$ cat config.mk
export PLATFORM = sky130hd
export DESIGN_NAME = breaker_failure_initiation_timing
export DESIGN_NICKNAME = d
export VERILOG_FILES = /design/src/pkg/bf_pkg.sv /design/src/design/bf_delay_timer.sv /design/src/design/breaker_failure_initiation_timing.sv
export SDC_FILE = /design/constraint.sdc
export NUM_CORES = 1
export LEC_CHECK = 0
export BUFFER_PORTS_ARGS = -buffer_cell sky130_fd_sc_hd__buf_2
export CAP_MARGIN = 10
export CORE_MARGIN = 5
export CORE_UTILIZATION = 25
export DETAILED_ROUTE_END_ITERATION = 12
export PLACE_DENSITY = 0.38
export SLEW_MARGIN = 15
export SYNTH_ARGS = -nofsm -noshare
export SYNTH_HDL_FRONTEND = slang
export SYNTH_SLANG_ARGS = --single-unit
$ cat constraint.sdc
create_clock -name clock -period 9.5 [get_ports clock]
set_input_delay 0 -clock clock [delete_from_list [all_inputs] [get_ports clock]]
set_output_delay 0 -clock clock [all_outputs]
set_load 0.05 [all_outputs]
$ cat src/pkg/bf_pkg.sv
// constants for the breaker failure supervision block
// assumes a 40 MHz clock and a 32-bit apb register port
package bf_pkg;

  // apb byte offsets
  localparam logic [7:0] OFF_CTRL = 8'h00;
  localparam logic [7:0] OFF_DLY_T1_1P = 8'h04;
  localparam logic [7:0] OFF_DLY_T1_3P = 8'h08;
  localparam logic [7:0] OFF_DLY_T2 = 8'h0c;
  localparam logic [7:0] OFF_DLY_T3 = 8'h10;
  localparam logic [7:0] OFF_DLY_TEND = 8'h14;
  localparam logic [7:0] OFF_STATUS = 8'h18;

  // control register fields
  localparam int CTRL_W = 8;
  localparam int CTRL_CONTACT_CHECK = 0;
  localparam int CTRL_RETRIP_1P = 1;
  localparam int CTRL_TWO_STAGE = 2;
  localparam int CTRL_SEPARATE_T1 = 3;
  localparam int CTRL_INT_BLOCK = 4;
  localparam int CTRL_RELEASE_ASSIGNED = 5;
  localparam int CTRL_SINGLE_POLE_OK = 6;
  localparam int CTRL_COMMON_AUX = 7;
  localparam logic [7:0] CTRL_RESET = 8'h41;

  // delay timer slots, values in ticks
  localparam int DLY_W = 16;
  localparam int NUM_DLY = 5;
  localparam int DLY_T1_1P = 0;
  localparam int DLY_T1_3P = 1;
  localparam int DLY_T2 = 2;
  localparam int DLY_T3 = 3;
  localparam int DLY_TEND = 4;
  localparam logic [15:0] RST_T1 = 16'h0064;
  localparam logic [15:0] RST_T2 = 16'h00c8;
  localparam logic [15:0] RST_T3 = 16'h0000;
  localparam logic [15:0] RST_TEND = 16'h0032;

  // status register fields
  localparam int ST_SINGLE_START = 0;
  localparam int ST_THREE_START = 3;
  localparam int ST_RETRIP = 4;
  localparam int ST_ADJACENT = 7;
  localparam int ST_END_FAULT = 8;
  localparam int ST_RUNNING = 9;

  // time base
  localparam int CLOCK_KHZ = 40000;
  localparam int TICK_US = 1000;
  localparam int TICK_CYCLES = (TICK_US * CLOCK_KHZ) / 1000;
  localparam int SYNC_W = 17;

endpackage

$ cat src/design/bf_delay_timer.sv
// one breaker failure delay stage counting the shared tick
// assumes run and tick come from logic on the same clock
`timescale 1ns/10ps
`default_nettype none

module bf_delay_timer #(
  parameter int W = 16
) (
  input wire logic clock,
  input wire logic rst_n,
  input wire logic tick,
  input wire logic run,
  input wire logic [W-1:0] delay,
  output logic expired
);

  logic [W-1:0] cnt_q;
  logic active_q;

  always_ff @(posedge clock) begin
    if (!rst_n || !run) begin
      cnt_q <= '0;
      active_q <= 1'b0;
      expired <= 1'b0;
    end else if (!active_q) begin
      cnt_q <= delay;
      active_q <= 1'b1;
      expired <= (delay == '0);
    end else if (cnt_q != '0) begin
      if (tick) begin
        cnt_q <= cnt_q - 1'b1;
      end
      expired <= 1'b0;
    end else begin
      expired <= 1'b1;
    end
  end
endmodule
`default_nettype wire

$ cat src/design/breaker_failure_initiation_timing.sv
// breaker failure initiation, gating, delay stages and end fault detection
// assumes protection inputs are asynchronous pins and software uses apb
`timescale 1ns/10ps
`default_nettype none

module breaker_failure_initiation_timing #(
  parameter int TICK_CYCLES = bf_pkg::TICK_CYCLES
) (
  input wire logic clock,
  input wire logic rst_n,
  input wire logic psel,
  input wire logic penable,
  input wire logic pwrite,
  input wire logic [7:0] paddr,
  input wire logic [31:0] pwdata,
  output logic [31:0] prdata,
  output logic pready,
  output logic pslverr,
  input wire logic phaseAStartInput,
  input wire logic phaseBStartInput,
  input wire logic phaseCStartInput,
  input wire logic commonStartInput,
  input wire logic startWithoutCurrentInput,
  input wire logic initiationReleaseInput,
  input wire logic failureBlockInput,
  input wire logic breakerInoperableInput,
  input wire logic [2:0] phaseCurrentFlow,
  input wire logic [1:0] plausibilityFlow,
  input wire logic [2:0] poleClosedContact,
  input wire logic seriesOpenChainBroken,
  output logic [2:0] singlePhaseStart,
  output logic threePhaseStart,
  output logic [2:0] retripPhase,
  output logic adjacentTrip,
  output logic endFaultTripOutput
);

  function automatic logic [2:0] count5(input logic [4:0] v);
    count5 = {2'b00, v[0]} + {2'b00, v[1]} + {2'b00, v[2]} + {2'b00, v[3]} + {2'b00, v[4]};
  endfunction

  function automatic logic isReg(input logic [7:0] a, input logic [7:0] off);
    isReg = (a == off);
  endfunction

  //////////////////////////////////////////////////////////////////////////////
  // input synchronisers

  logic [bf_pkg::SYNC_W-1:0] rawIn;
  logic [bf_pkg::SYNC_W-1:0] meta_q;
  logic [bf_pkg::SYNC_W-1:0] sync_q;

  assign rawIn = {phaseCStartInput, phaseBStartInput, phaseAStartInput, commonStartInput,
                  startWithoutCurrentInput, initiationReleaseInput, failureBlockInput,
                  breakerInoperableInput, phaseCurrentFlow, plausibilityFlow,
                  poleClosedContact, seriesOpenChainBroken};

  always_ff @(posedge clock) begin
    if (!rst_n) begin
      meta_q <= '0;
      sync_q <= '0;
    end else begin
      meta_q <= rawIn;
      sync_q <= meta_q;
    end
  end

  wire [2:0] phaseStart = sync_q[16:14];
  wire commonStart = sync_q[13];
  wire startWoCurrent = sync_q[12];
  wire releaseIn = sync_q[11];
  wire blockIn = sync_q[10];
  wire inoperable = sync_q[9];
  wire [2:0] curFlow = sync_q[8:6];
  wire [1:0] plausFlow = sync_q[5:4];
  wire [2:0] poleClosed = sync_q[3:1];
  wire chainBroken = sync_q[0];

  //////////////////////////////////////////////////////////////////////////////
  // apb registers

  logic [bf_pkg::CTRL_W-1:0] ctrl_q;
  logic [bf_pkg::DLY_W-1:0] delay_q [bf_pkg::NUM_DLY];
  logic [31:0] status;

  wire access = psel && penable && !pready;
  wire selCtrl = isReg(paddr, bf_pkg::OFF_CTRL);
  wire selStatus = isReg(paddr, bf_pkg::OFF_STATUS);
  wire [7:0] dlyOff = paddr - bf_pkg::OFF_DLY_T1_1P;
  wire selDelay = (paddr >= bf_pkg::OFF_DLY_T1_1P) && (paddr <= bf_pkg::OFF_DLY_TEND)
                  && (paddr[1:0] == 2'b00);
  wire [2:0] dlyIdx = dlyOff[4:2];
  wire mapped = selCtrl || selStatus || selDelay;
  wire [31:0] readMux = selCtrl ? {24'h000000, ctrl_q} :
                        selDelay ? {16'h0000, delay_q[dlyIdx]} :
                        selStatus ? status : 32'h00000000;

  always_ff @(posedge clock) begin
    if (!rst_n) begin
      pready <= 1'b0;
      pslverr <= 1'b0;
      prdata <= 32'h00000000;
    end else begin
      pready <= access;
      pslverr <= access && !mapped;
      prdata <= (access && !pwrite) ? readMux : 32'h00000000;
    end
  end

  always_ff @(posedge clock) begin
    if (!rst_n) begin
      ctrl_q <= bf_pkg::CTRL_RESET;
      delay_q[bf_pkg::DLY_T1_1P] <= bf_pkg::RST_T1;
      delay_q[bf_pkg::DLY_T1_3P] <= bf_pkg::RST_T1;
      delay_q[bf_pkg::DLY_T2] <= bf_pkg::RST_T2;
      delay_q[bf_pkg::DLY_T3] <= bf_pkg::RST_T3;
      delay_q[bf_pkg::DLY_TEND] <= bf_pkg::RST_TEND;
    end else if (psel && penable && pready && pwrite) begin
      if (selCtrl) begin
        ctrl_q <= pwdata[bf_pkg::CTRL_W-1:0];
      end
      if (selDelay) begin
        delay_q[dlyIdx] <= pwdata[bf_pkg::DLY_W-1:0];
      end
    end
  end

  wire contactCheck = ctrl_q[bf_pkg::CTRL_CONTACT_CHECK];
  wire retripSingle = ctrl_q[bf_pkg::CTRL_RETRIP_1P];
  wire twoStage = ctrl_q[bf_pkg::CTRL_TWO_STAGE];
  wire separateT1 = ctrl_q[bf_pkg::CTRL_SEPARATE_T1];
  wire internalBlock = ctrl_q[bf_pkg::CTRL_INT_BLOCK];
  wire releaseAssigned = ctrl_q[bf_pkg::CTRL_RELEASE_ASSIGNED];
  wire singlePoleOk = ctrl_q[bf_pkg::CTRL_SINGLE_POLE_OK];
  wire commonAux = ctrl_q[bf_pkg::CTRL_COMMON_AUX];

  //////////////////////////////////////////////////////////////////////////////
  // tick time base shared by all stages

  logic [15:0] tickCnt_q;
  logic tick_q;

  always_ff @(posedge clock) begin
    if (!rst_n || tickCnt_q == 16'(TICK_CYCLES - 1)) begin
      tickCnt_q <= 16'h0000;
    end else begin
      tickCnt_q <= tickCnt_q + 16'h0001;
    end
  end

  always_ff @(posedge clock) begin
    if (!rst_n) begin
      tick_q <= 1'b0;
    end else begin
      tick_q <= (tickCnt_q == 16'(TICK_CYCLES - 1));
    end
  end

  //////////////////////////////////////////////////////////////////////////////
  // current and contact criteria

  // two of five detectors must agree before any current counts
  wire plausOk = count5({curFlow, plausFlow}) >= 3'h2;
  wire [2:0] phaseCurrent = curFlow & {3{plausOk}};
  wire anyCurrent = |phaseCurrent;
  // a common contact only proves a single-pole opening once the open chain breaks
  wire [2:0] poleStillClosed = commonAux ? {3{!chainBroken}} : poleClosed;
  wire anyPoleClosed = |poleStillClosed;
  // current has priority; the contact is only a fallback when enabled
  wire [2:0] phaseCrit = phaseCurrent | (poleStillClosed & {3{contactCheck}});
  wire threeCrit = anyCurrent || (contactCheck && anyPoleClosed);

  //////////////////////////////////////////////////////////////////////////////
  // initiation

  wire multiPole = count5({2'b00, phaseStart}) >= 3'h2;
  wire gate = (!releaseAssigned || releaseIn) && !blockIn && !internalBlock;
  wire threeInit = multiPole || commonStart || startWoCurrent;
  // start without current also starts on the contacts alone, even with contact check off
  wire woCurrentStart = gate && startWoCurrent && anyPoleClosed;
  wire threeStartW = (gate && threeInit && threeCrit) || woCurrentStart;
  wire [2:0] loneStart;
  wire [2:0] singleStartW;

  genvar p;
  generate
    for (p = 0; p < 3; p++) begin : g_phase
      assign loneStart[p] = phaseStart[p] && ((phaseStart & ~(3'h1 << p)) == 3'h0);
      // per-phase starts dropped for three-pole-only breakers
      assign singleStartW[p] = gate && singlePoleOk && !threeInit && loneStart[p]
                               && phaseCrit[p];
    end
  endgenerate

  wire anySingle = |singleStartW;
  wire anyInit = anySingle || threeStartW;
  wire feederTrip = (|phaseStart) || commonStart;

  //////////////////////////////////////////////////////////////////////////////
  // delay stages

  logic [bf_pkg::NUM_DLY-1:0] runW;
  logic [bf_pkg::NUM_DLY-1:0] expW;

  assign runW[bf_pkg::DLY_T1_1P] = (twoStage || separateT1) && anySingle;
  assign runW[bf_pkg::DLY_T1_3P] = (twoStage || separateT1) && threeStartW;
  assign runW[bf_pkg::DLY_T2] = (twoStage || !separateT1) && anyInit;
  assign runW[bf_pkg::DLY_T3] = inoperable && feederTrip && !blockIn && !internalBlock;
  // end fault: current still flows with every pole reported open
  assign runW[bf_pkg::DLY_TEND] = anyInit && anyCurrent && !anyPoleClosed;

  generate
    for (p = 0; p < bf_pkg::NUM_DLY; p++) begin : g_timer
      bf_delay_timer #(
        .W(bf_pkg::DLY_W)
      ) u_timer (
        .clock(clock),
        .rst_n(rst_n),
        .tick(tick_q),
        .run(runW[p]),
        .delay(delay_q[p]),
        .expired(expW[p])
      );
    end
  endgenerate

  wire t1Expired = expW[bf_pkg::DLY_T1_1P] || expW[bf_pkg::DLY_T1_3P];
  // retrip follows the original pole only after a single-pole feeder trip
  wire [2:0] retripW = !(twoStage && t1Expired) ? 3'h0 :
                       (retripSingle && anySingle) ? singleStartW : 3'h7;
  // adjacent trip is one three-pole command
  wire adjacentW = expW[bf_pkg::DLY_T2] || expW[bf_pkg::DLY_T3]
                   || (!twoStage && t1Expired);

  always_ff @(posedge clock) begin
    if (!rst_n) begin
      singlePhaseStart <= 3'h0;
      threePhaseStart <= 1'b0;
      retripPhase <= 3'h0;
      adjacentTrip <= 1'b0;
      endFaultTripOutput <= 1'b0;
    end else begin
      singlePhaseStart <= singleStartW;
      threePhaseStart <= threeStartW;
      retripPhase <= retripW;
      adjacentTrip <= adjacentW;
      endFaultTripOutput <= expW[bf_pkg::DLY_TEND];
    end
  end

  // adjacentTrip is meant to be wired to the remote intertrip input outside
  assign status = {{(32 - bf_pkg::ST_RUNNING - bf_pkg::NUM_DLY){1'b0}}, runW,
                   endFaultTripOutput, adjacentTrip, retripPhase, threePhaseStart,
                   singlePhaseStart};
endmodule
`default_nettype wire

* Yosys cells after proc, flatten, opt, wreduce, memory -nomap -nowiden
Memory sizes are Yosys's and may differ from the RTL's. Cells that the tools add are included.
Operators by class: magnitude comparators 4, $add $sub $neg 13, bitwise gates (word level) 5, mux-type cells 43, equal/unequal tests 12, reductions and logical operators 104
Operator list (count):
- $mux W16 | 17
- $logic_not A16 Y1 | 5
- $reduce_bool A16 Y1 | 5
- $sub A16 B1 Y16 const B | 5
- $logic_and A1 B1 Y1 | 37
- $mux W1 | 21
- $logic_or A1 B1 Y1 | 20
- $ne A2 B2 Y1 const B | 10
- $logic_not A1 Y1 | 17
- $add A16 B1 Y16 const B | 1
- $eq A16 B16 Y1 const B | 1
- $reduce_and A2 Y1 | 8
- $reduce_or A16 Y1 | 1
- $reduce_or A3 Y1 | 5
- $mux W14 | 1
- $logic_not A3 Y1 | 3
- $mux W3 | 3
- $eq A8 B5 Y1 const B | 1
- $ge A8 B3 Y1 const B | 1
- $le A8 B5 Y1 const B | 1
- $logic_not A8 Y1 | 1
- $mux W8 | 1
- $add A2 B1 Y3 | 2
- $add A3 B1 Y3 | 2
- other kinds (8) | 12
Storage, ports and cells: RAM bits 80, register bits 192, bits of input ports 62, memories 1, output and inout port bits 43
Memory list:
- delay_q | words 5, bits a word 16, read ports 6, clocked after Yosys merged registers in 0, wr ports 5, RTL line breaker_failure_initiation_timing.sv:83 | logic [bf_pkg::DLY_W-1:0] delay_q [bf_pkg::NUM_DLY];

* Longest topological paths before layout
word-level depth 16, mapped depth 10, gate-level depth less buffers 8

* Modules after synthesis
From an unflattened synthesis, not the netlist that was laid out.
Second synthesis, totals: cells, all modules 1444, area total of the unflattened synthesis 14497.7 sq um
Modules (own cells, without submodules):
- breaker_failure_initiation_timing | seq. area each 5565.3 sq um, cells an instance 709, area each 8892.3 sq um, instances 1
- bf_delay_timer | seq. area each 360.3 sq um, cells an instance 147, area each 1121.1 sq um, instances 5

* Worst setup path before layout
Ideal clock, no wire load.
path kind register -> register, from register pready, to memory delay_q[0][0] in the netlist's numbering, enable pin, arrival time 2825 ps, buffers on the path 2, required time 9089 ps, path slack 6264 ps, stages on the path, launching flop included 6, period minus slack after synthesis 3236 ps, library setup time 411 ps, cells stage by stage dfxtp_1 and4_1 clkbuf_1 nand4_1 clkbuf_1 o21ai_0
RTL lines:
- start: declaration | RTL line breaker_failure_initiation_timing.sv:17 | output logic pready,
- start signal: assignment | RTL line breaker_failure_initiation_timing.sv:104 | pready <= access;
- end: declaration | RTL line breaker_failure_initiation_timing.sv:83

* Worst setup path after layout
from register sync_q[14] in the netlist's numbering, to register g_timer[0].u_timer.cnt_q[1]
On the way: cells in the longest elaborated chain, start to end 13, elaborated cells between the ends (all ways) 22, classes of those cells add/sub: 2; order compare: 1; reduce/logical: 19
Ends and longest elaborated chain:
- start: declaration | RTL line breaker_failure_initiation_timing.sv:51 | logic [bf_pkg::SYNC_W-1:0] sync_q;
- start signal: assignment | RTL line breaker_failure_initiation_timing.sv:64 | sync_q <= meta_q;
- $add A1 B1 Y2 | RTL line breaker_failure_initiation_timing.sv:39 | count5 = {2'b00, v[0]} + {2'b00, v[1]} + {2'b00, v[2]} + {2'b00, v[3]} + {2'b00, v[4]};
- $add A2 B1 Y3 | RTL line breaker_failure_initiation_timing.sv:39
- $ge A3 B2 Y1 | RTL line breaker_failure_initiation_timing.sv:176 | wire multiPole = count5({2'b00, phaseStart}) >= 3'h2;
- $logic_or A1 B1 Y1 (2 in a row) | RTL line breaker_failure_initiation_timing.sv:178 | wire threeInit = multiPole || commonStart || startWoCurrent;
- $logic_not A1 Y1 | RTL line breaker_failure_initiation_timing.sv:190 | assign singleStartW[p] = gate && singlePoleOk && !threeInit && loneStart[p]
- $logic_and A1 B1 Y1 (2 in a row) | RTL line breaker_failure_initiation_timing.sv:190
- $logic_and A1 B1 Y1 | RTL line breaker_failure_initiation_timing.sv:191 | && phaseCrit[p];
- $reduce_or A3 Y1 * | RTL line breaker_failure_initiation_timing.sv:195 | wire anySingle = |singleStartW;
- $logic_and A1 B1 Y1 * | RTL line breaker_failure_initiation_timing.sv:205 | assign runW[bf_pkg::DLY_T1_1P] = (twoStage || separateT1) && anySingle;
- $logic_not A1 Y1 * | RTL line bf_delay_timer.sv:21 | if (!rst_n || !run) begin
- $logic_or A1 B1 Y1 * | RTL line bf_delay_timer.sv:21
- end signal: assignment | RTL line bf_delay_timer.sv:26 | cnt_q <= delay;
- end signal: assignment | RTL line bf_delay_timer.sv:31 | cnt_q <= cnt_q - 1'b1;
- end: declaration | RTL line bf_delay_timer.sv:17 | logic [W-1:0] cnt_q;
Every way passes the cells marked *; elsewhere a longest branch is shown, timed or not. A chain may end at the register's enable or synchronous reset.

==> flow_summary.rst <==
.. list-table::
   :header-rows: 1

   * - Metric
     - Value
   * - Number of distinct library cell variants in the gate-level netlist after synthesis
     - 75
   * - Number of warning messages in the yosys log
     - 0
   * - Starting density of the core
     - 25.1%
   * - First-pass detailed-route iteration total
     - 5
   * - Congestion Overflow GR
     - 0
   * - Worst setup path class
     - flop to flop
   * - Power per cell area
     - 182 nW/um2
   * - Remaining max-slew budget at the tightest pin
     - 25.5%
   * - Cells taking the most area after synthesis
     - sky130_fd_sc_hd__edfxtp_1 (28%), sky130_fd_sc_hd__dfxtp_1 (26%), sky130_fd_sc_hd__and2_1 (5.1%), sky130_fd_sc_hd__mux2i_1 (5.0%), sky130_fd_sc_hd__nor2_1 (4.3%)
   * - Final hold violation count
     - 0
   * - Sum of net half-perimeters after detailed placement
     - 29400 um
   * - Count of mapped cells out of synthesis
     - 1310
   * - I/O pin total
     - 105
   * - CTS Root Buffer Type
     - sky130_fd_sc_hd__clkbuf_16
   * - Area grow syn2layout
     - 19.3%
   * - TritonCTS buffer count
     - 38
   * - Leading register cell type out of synthesis
     - sky130_fd_sc_hd__dfxtp_1
   * - Area share of the largest cell type after synthesis
     - 28.0%
   * - Die outline width
     - 244 um
   * - Synth Area in Compound Gates
     - 10.5%
   * - CTS clock-pin slew for the worst setup and hold paths
     - 0.05 ns
   * - Capture point of the worst reg-to-reg path
     - g_timer[0].u_timer.cnt_q[1]$_SDFFE_PN0P_
   * - Mux cell area share after synthesis
     - 5.03%
   * - Layout cell share with drive strength beyond 1
     - 11.9%
   * - Number of buffers added for setup after CTS
     - 0
   * - Length in cells of the worst reg-to-reg path
     - 8
   * - First-iteration detailed-routing DRC count
     - 688
   * - Fraction of registers with async set or reset after synthesis
     - 0%
   * - Status
     - finished, final reports clean
   * - Max-cap violations
     - 0
   * - RSZ-0062 raised after global routing
     - no
   * - Detailed-route wire length per cell
     - 19.8 um
   * - Area enclosed by the die boundary
     - 59800 um2
   * - Floorplan die height
     - 244 um
   * - Register-to-register path setup slack
     - 5.87 ns
   * - Gpl congestion
     - 0.776
   * - Number of buffers on the longest clock path
     - 3
   * - Final clock skew
     - 0.0208 ns
   * - Standard-cell row count
     - 86
   * - Adder-cell area share of the yosys netlist
     - 1.33%
   * - Simple-gate share of the synthesized area
     - 21.6%
   * - Netlist Area Pre-Place
     - 13700 um2
   * - Worst-Margin Slew
     - 1.11 ns
   * - Number of global-route vias before repair
     - 10100
   * - Crit path required time
     - 9.93 ns
   * - Arrival time of the worst setup path
     - 4.06 ns
   * - Sequential-to-total area share from yosys stat
     - 53.6%
   * - Via Count
     - 10200
   * - Worst Hold Endpoint
     - prdata[7]$_SDFF_PN0_
   * - Worst Setup Start Kind
     - flop
   * - Launching point of the worst reg2reg path
     - sync_q[14]$_SDFF_PN0_
   * - H-tree depth
     - 2
   * - Clock tree sinks
     - 304
   * - Synthesized flop and latch total
     - 304
   * - Max VDD drop
     - 0.000107 V
   * - FMAX
     - 275 MHz
   * - Final Critical Period
     - 3.63 ns
   * - Number of nets in the final layout
     - 1489
   * - Number of routed nets with antenna violations
     - 0
   * - PortBufs
     - 72
   * - Insertion delay of the later-clocked pin in the worst-skew pair
     - 0.55 ns
   * - Initial antenna violation count
     - 4
   * - Post-synth top area cell
     - sky130_fd_sc_hd__edfxtp_1
   * - Worst hold-check path type
     - input port to flop
   * - Hold path startpoint
     - paddr[4]
   * - Vias per cell
     - 4.74
   * - Number of enable-type register cells in the synthesized netlist
     - 128
   * - Accumulated negative setup slack
     - 0 ns
   * - Largest net degree at the start of global routing
     - 57
   * - Final worst-path cycle share
     - 38.3%
   * - GRT Overall Usage
     - 13.9%
   * - Mean instance size in the synthesized netlist
     - 10.5 um2
   * - Lkg Pwr
     - 5.93 nW
   * - Critical path capture point type
     - flop
   * - Total length of routed wires
     - 42500 um
   * - Largest family of logic cells by synthesized area
     - simple AND/OR/NAND/NOR gates
   * - Remaining DRCs
     - 0
   * - Cell types with the highest counts after synthesis
     - sky130_fd_sc_hd__dfxtp_1 (176), sky130_fd_sc_hd__nor2_1 (157), sky130_fd_sc_hd__edfxtp_1 (128), sky130_fd_sc_hd__and2_1 (111), sky130_fd_sc_hd__mux2i_1 (69)
   * - Area of the core
     - 54800 um2
   * - Number of setup violations in the final report
     - 0
   * - Wire length of the first global-routing pass
     - 63400 um
   * - Largest driver fanout on the critical path
     - 18
   * - Max Transition Viols Final
     - 0
   * - Cell count of the worst hold path
     - 5
   * - Dominant cell by count in the synthesized netlist
     - sky130_fd_sc_hd__dfxtp_1
   * - Clock tree from TritonCTS
     - done
   * - Core Util, Final
     - 29.9%
   * - Xor and xnor area share after synthesis
     - 4.33%
==> worst max-delay path, stage by stage, from the launching register on <==
cell and delay, ns:
sky130_fd_sc_hd__dfxtp_1 0.37, sky130_fd_sc_hd__inv_1 0.07, sky130_fd_sc_hd__ha_1 0.30, sky130_fd_sc_hd__a2111oi_2 0.48
sky130_fd_sc_hd__nand4_1 0.30, sky130_fd_sc_hd__a211oi_2 0.49, sky130_fd_sc_hd__or3_1 0.27, sky130_fd_sc_hd__nand3b_1 0.72
sky130_fd_sc_hd__a311oi_1 0.50
==> power by group <==
part           switching (mW)  internal (mW)  total, mW
clock network           0.563          0.840       1.40
logic                   0.126         0.0611      0.187
registers              0.0192           1.38       1.40
total                   0.708           2.28       2.99
==> state kept, by name (all words and copies together) (netlist names), 3 cells and up <==
register / flops
sync_q: 17
meta_q: 17
retripPhase: 3
g_timer.u_timer.cnt_q: 80
g_timer.u_timer.active_q: 5
delay_q: 128
singlePhaseStart: 3
tickCnt_q: 16
g_timer.u_timer.expired: 5
ctrl_q: 8
prdata: 16
==> kinds of logic after synthesis <==
logic type | after synthesis
XOR/XNOR | 68
flip-flops | 304
buffers and inverters | 105
other | 1
AND/OR/NAND/NOR | 548
AO/OA/AOI/OAI | 201
multiplexers | 69
adder cells (fa/ha/maj) | 14
==> placed cells by master, fill, tap and decap left out, types with 8 or more instances in the layout <==
master,count
sky130_fd_sc_hd__clkbuf_8,11
sky130_fd_sc_hd__nor3_1,32
sky130_fd_sc_hd__a21oi_1,21
sky130_fd_sc_hd__nand3_1,35
sky130_fd_sc_hd__xnor2_1,38
sky130_fd_sc_hd__nor2_1,157
sky130_fd_sc_hd__clkbuf_16,39
sky130_fd_sc_hd__o21ai_0,23
sky130_fd_sc_hd__mux2i_1,69
sky130_fd_sc_hd__dlygate4sd3_1,41
sky130_fd_sc_hd__buf_4,17
sky130_fd_sc_hd__buf_2,71
sky130_fd_sc_hd__o22ai_1,25
sky130_fd_sc_hd__nand2b_1,12
sky130_fd_sc_hd__a311oi_1,8
sky130_fd_sc_hd__clkbuf_1,11
sky130_fd_sc_hd__dfxtp_1,176
sky130_fd_sc_hd__nor2b_1,11
sky130_fd_sc_hd__or4_1,11
sky130_fd_sc_hd__or3_1,30
sky130_fd_sc_hd__inv_1,23
sky130_fd_sc_hd__and2_1,111
sky130_fd_sc_hd__nand2_1,48
sky130_fd_sc_hd__edfxtp_1,128
sky130_fd_sc_hd__a211oi_1,63
sky130_fd_sc_hd__xor2_1,30
sky130_fd_sc_hd__conb_1,16
sky130_fd_sc_hd__nand4_1,19
sky130_fd_sc_hd__ha_1,13
sky130_fd_sc_hd__nor4_1,38
==> metal layers <==
layer  routed length [um]  up-vias  share of wire [%]  global-route usage, %
met1                20500     4913                 48                   19.7
li1                     -     4978                  -                      -
met4                 1000        2                2.4                   3.84
met3                 1900       60                4.5                   2.58
met5                   13        -              0.031                      0
met2                19100      227                 45                   21.7
==> area by class of cell <==
| class | instances | area, um2 |
|---|---|---|
| Timing Repair Buffer | 129 | 893 |
| Fill cell | 5643 | 38400 |
| Antenna cell | 1 | 2.50 |
| Tap cell | 704 | 881 |
| Multi-Input combinational cell | 916 | 5940 |
| Sequential cell | 304 | 7370 |
| Clock buffer | 61 | 1170 |
| Inverter | 24 | 90.1 |
| Clock inverter | 8 | 42.5 |
==> metrics by stage <==
stage	cells	setup slack [ns]	power, mW	instance area (um2)	hold slack (ns)
floorplan	1325	6.26	1.53	13800	0.0989
global placement	2036	5.88	1.60	14800	0.211
detailed placement	2036	5.81	1.60	14800	0.214
CTS	2146	5.81	3.04	16400	0.0158
global route	2146	5.49	3.10	16400	0.0678
finish	2147	5.87	2.99	16400	0.0489
==> worst max path at each step <==
stage                               start                                  endpoint  slack, ns  depth (start not counted)
floorplan               pready$_SDFF_PN0_               delay_q[0][0]$_SDFFCE_PN0P_       6.26                          5
global placement    sync_q[14]$_SDFF_PN0_  g_timer[0].u_timer.cnt_q[6]$_SDFFE_PN0P_       5.88                          8
detailed placement  sync_q[14]$_SDFF_PN0_  g_timer[0].u_timer.cnt_q[1]$_SDFFE_PN0P_       5.81                          8
CTS                 sync_q[14]$_SDFF_PN0_  g_timer[0].u_timer.cnt_q[1]$_SDFFE_PN0P_       5.81                          8
global route        sync_q[14]$_SDFF_PN0_  g_timer[0].u_timer.cnt_q[1]$_SDFFE_PN0P_       5.49                          8
finish              sync_q[14]$_SDFF_PN0_  g_timer[0].u_timer.cnt_q[1]$_SDFFE_PN0P_       5.87                          8
==> what timing repair did <==
item / 4_1_cts / 5_1_grt
hold endpoints to repair: 143 / 0
gates resized for setup: 0 / 0
hold buffers: 41 / 0
Power figures use the tool's default switching activity.
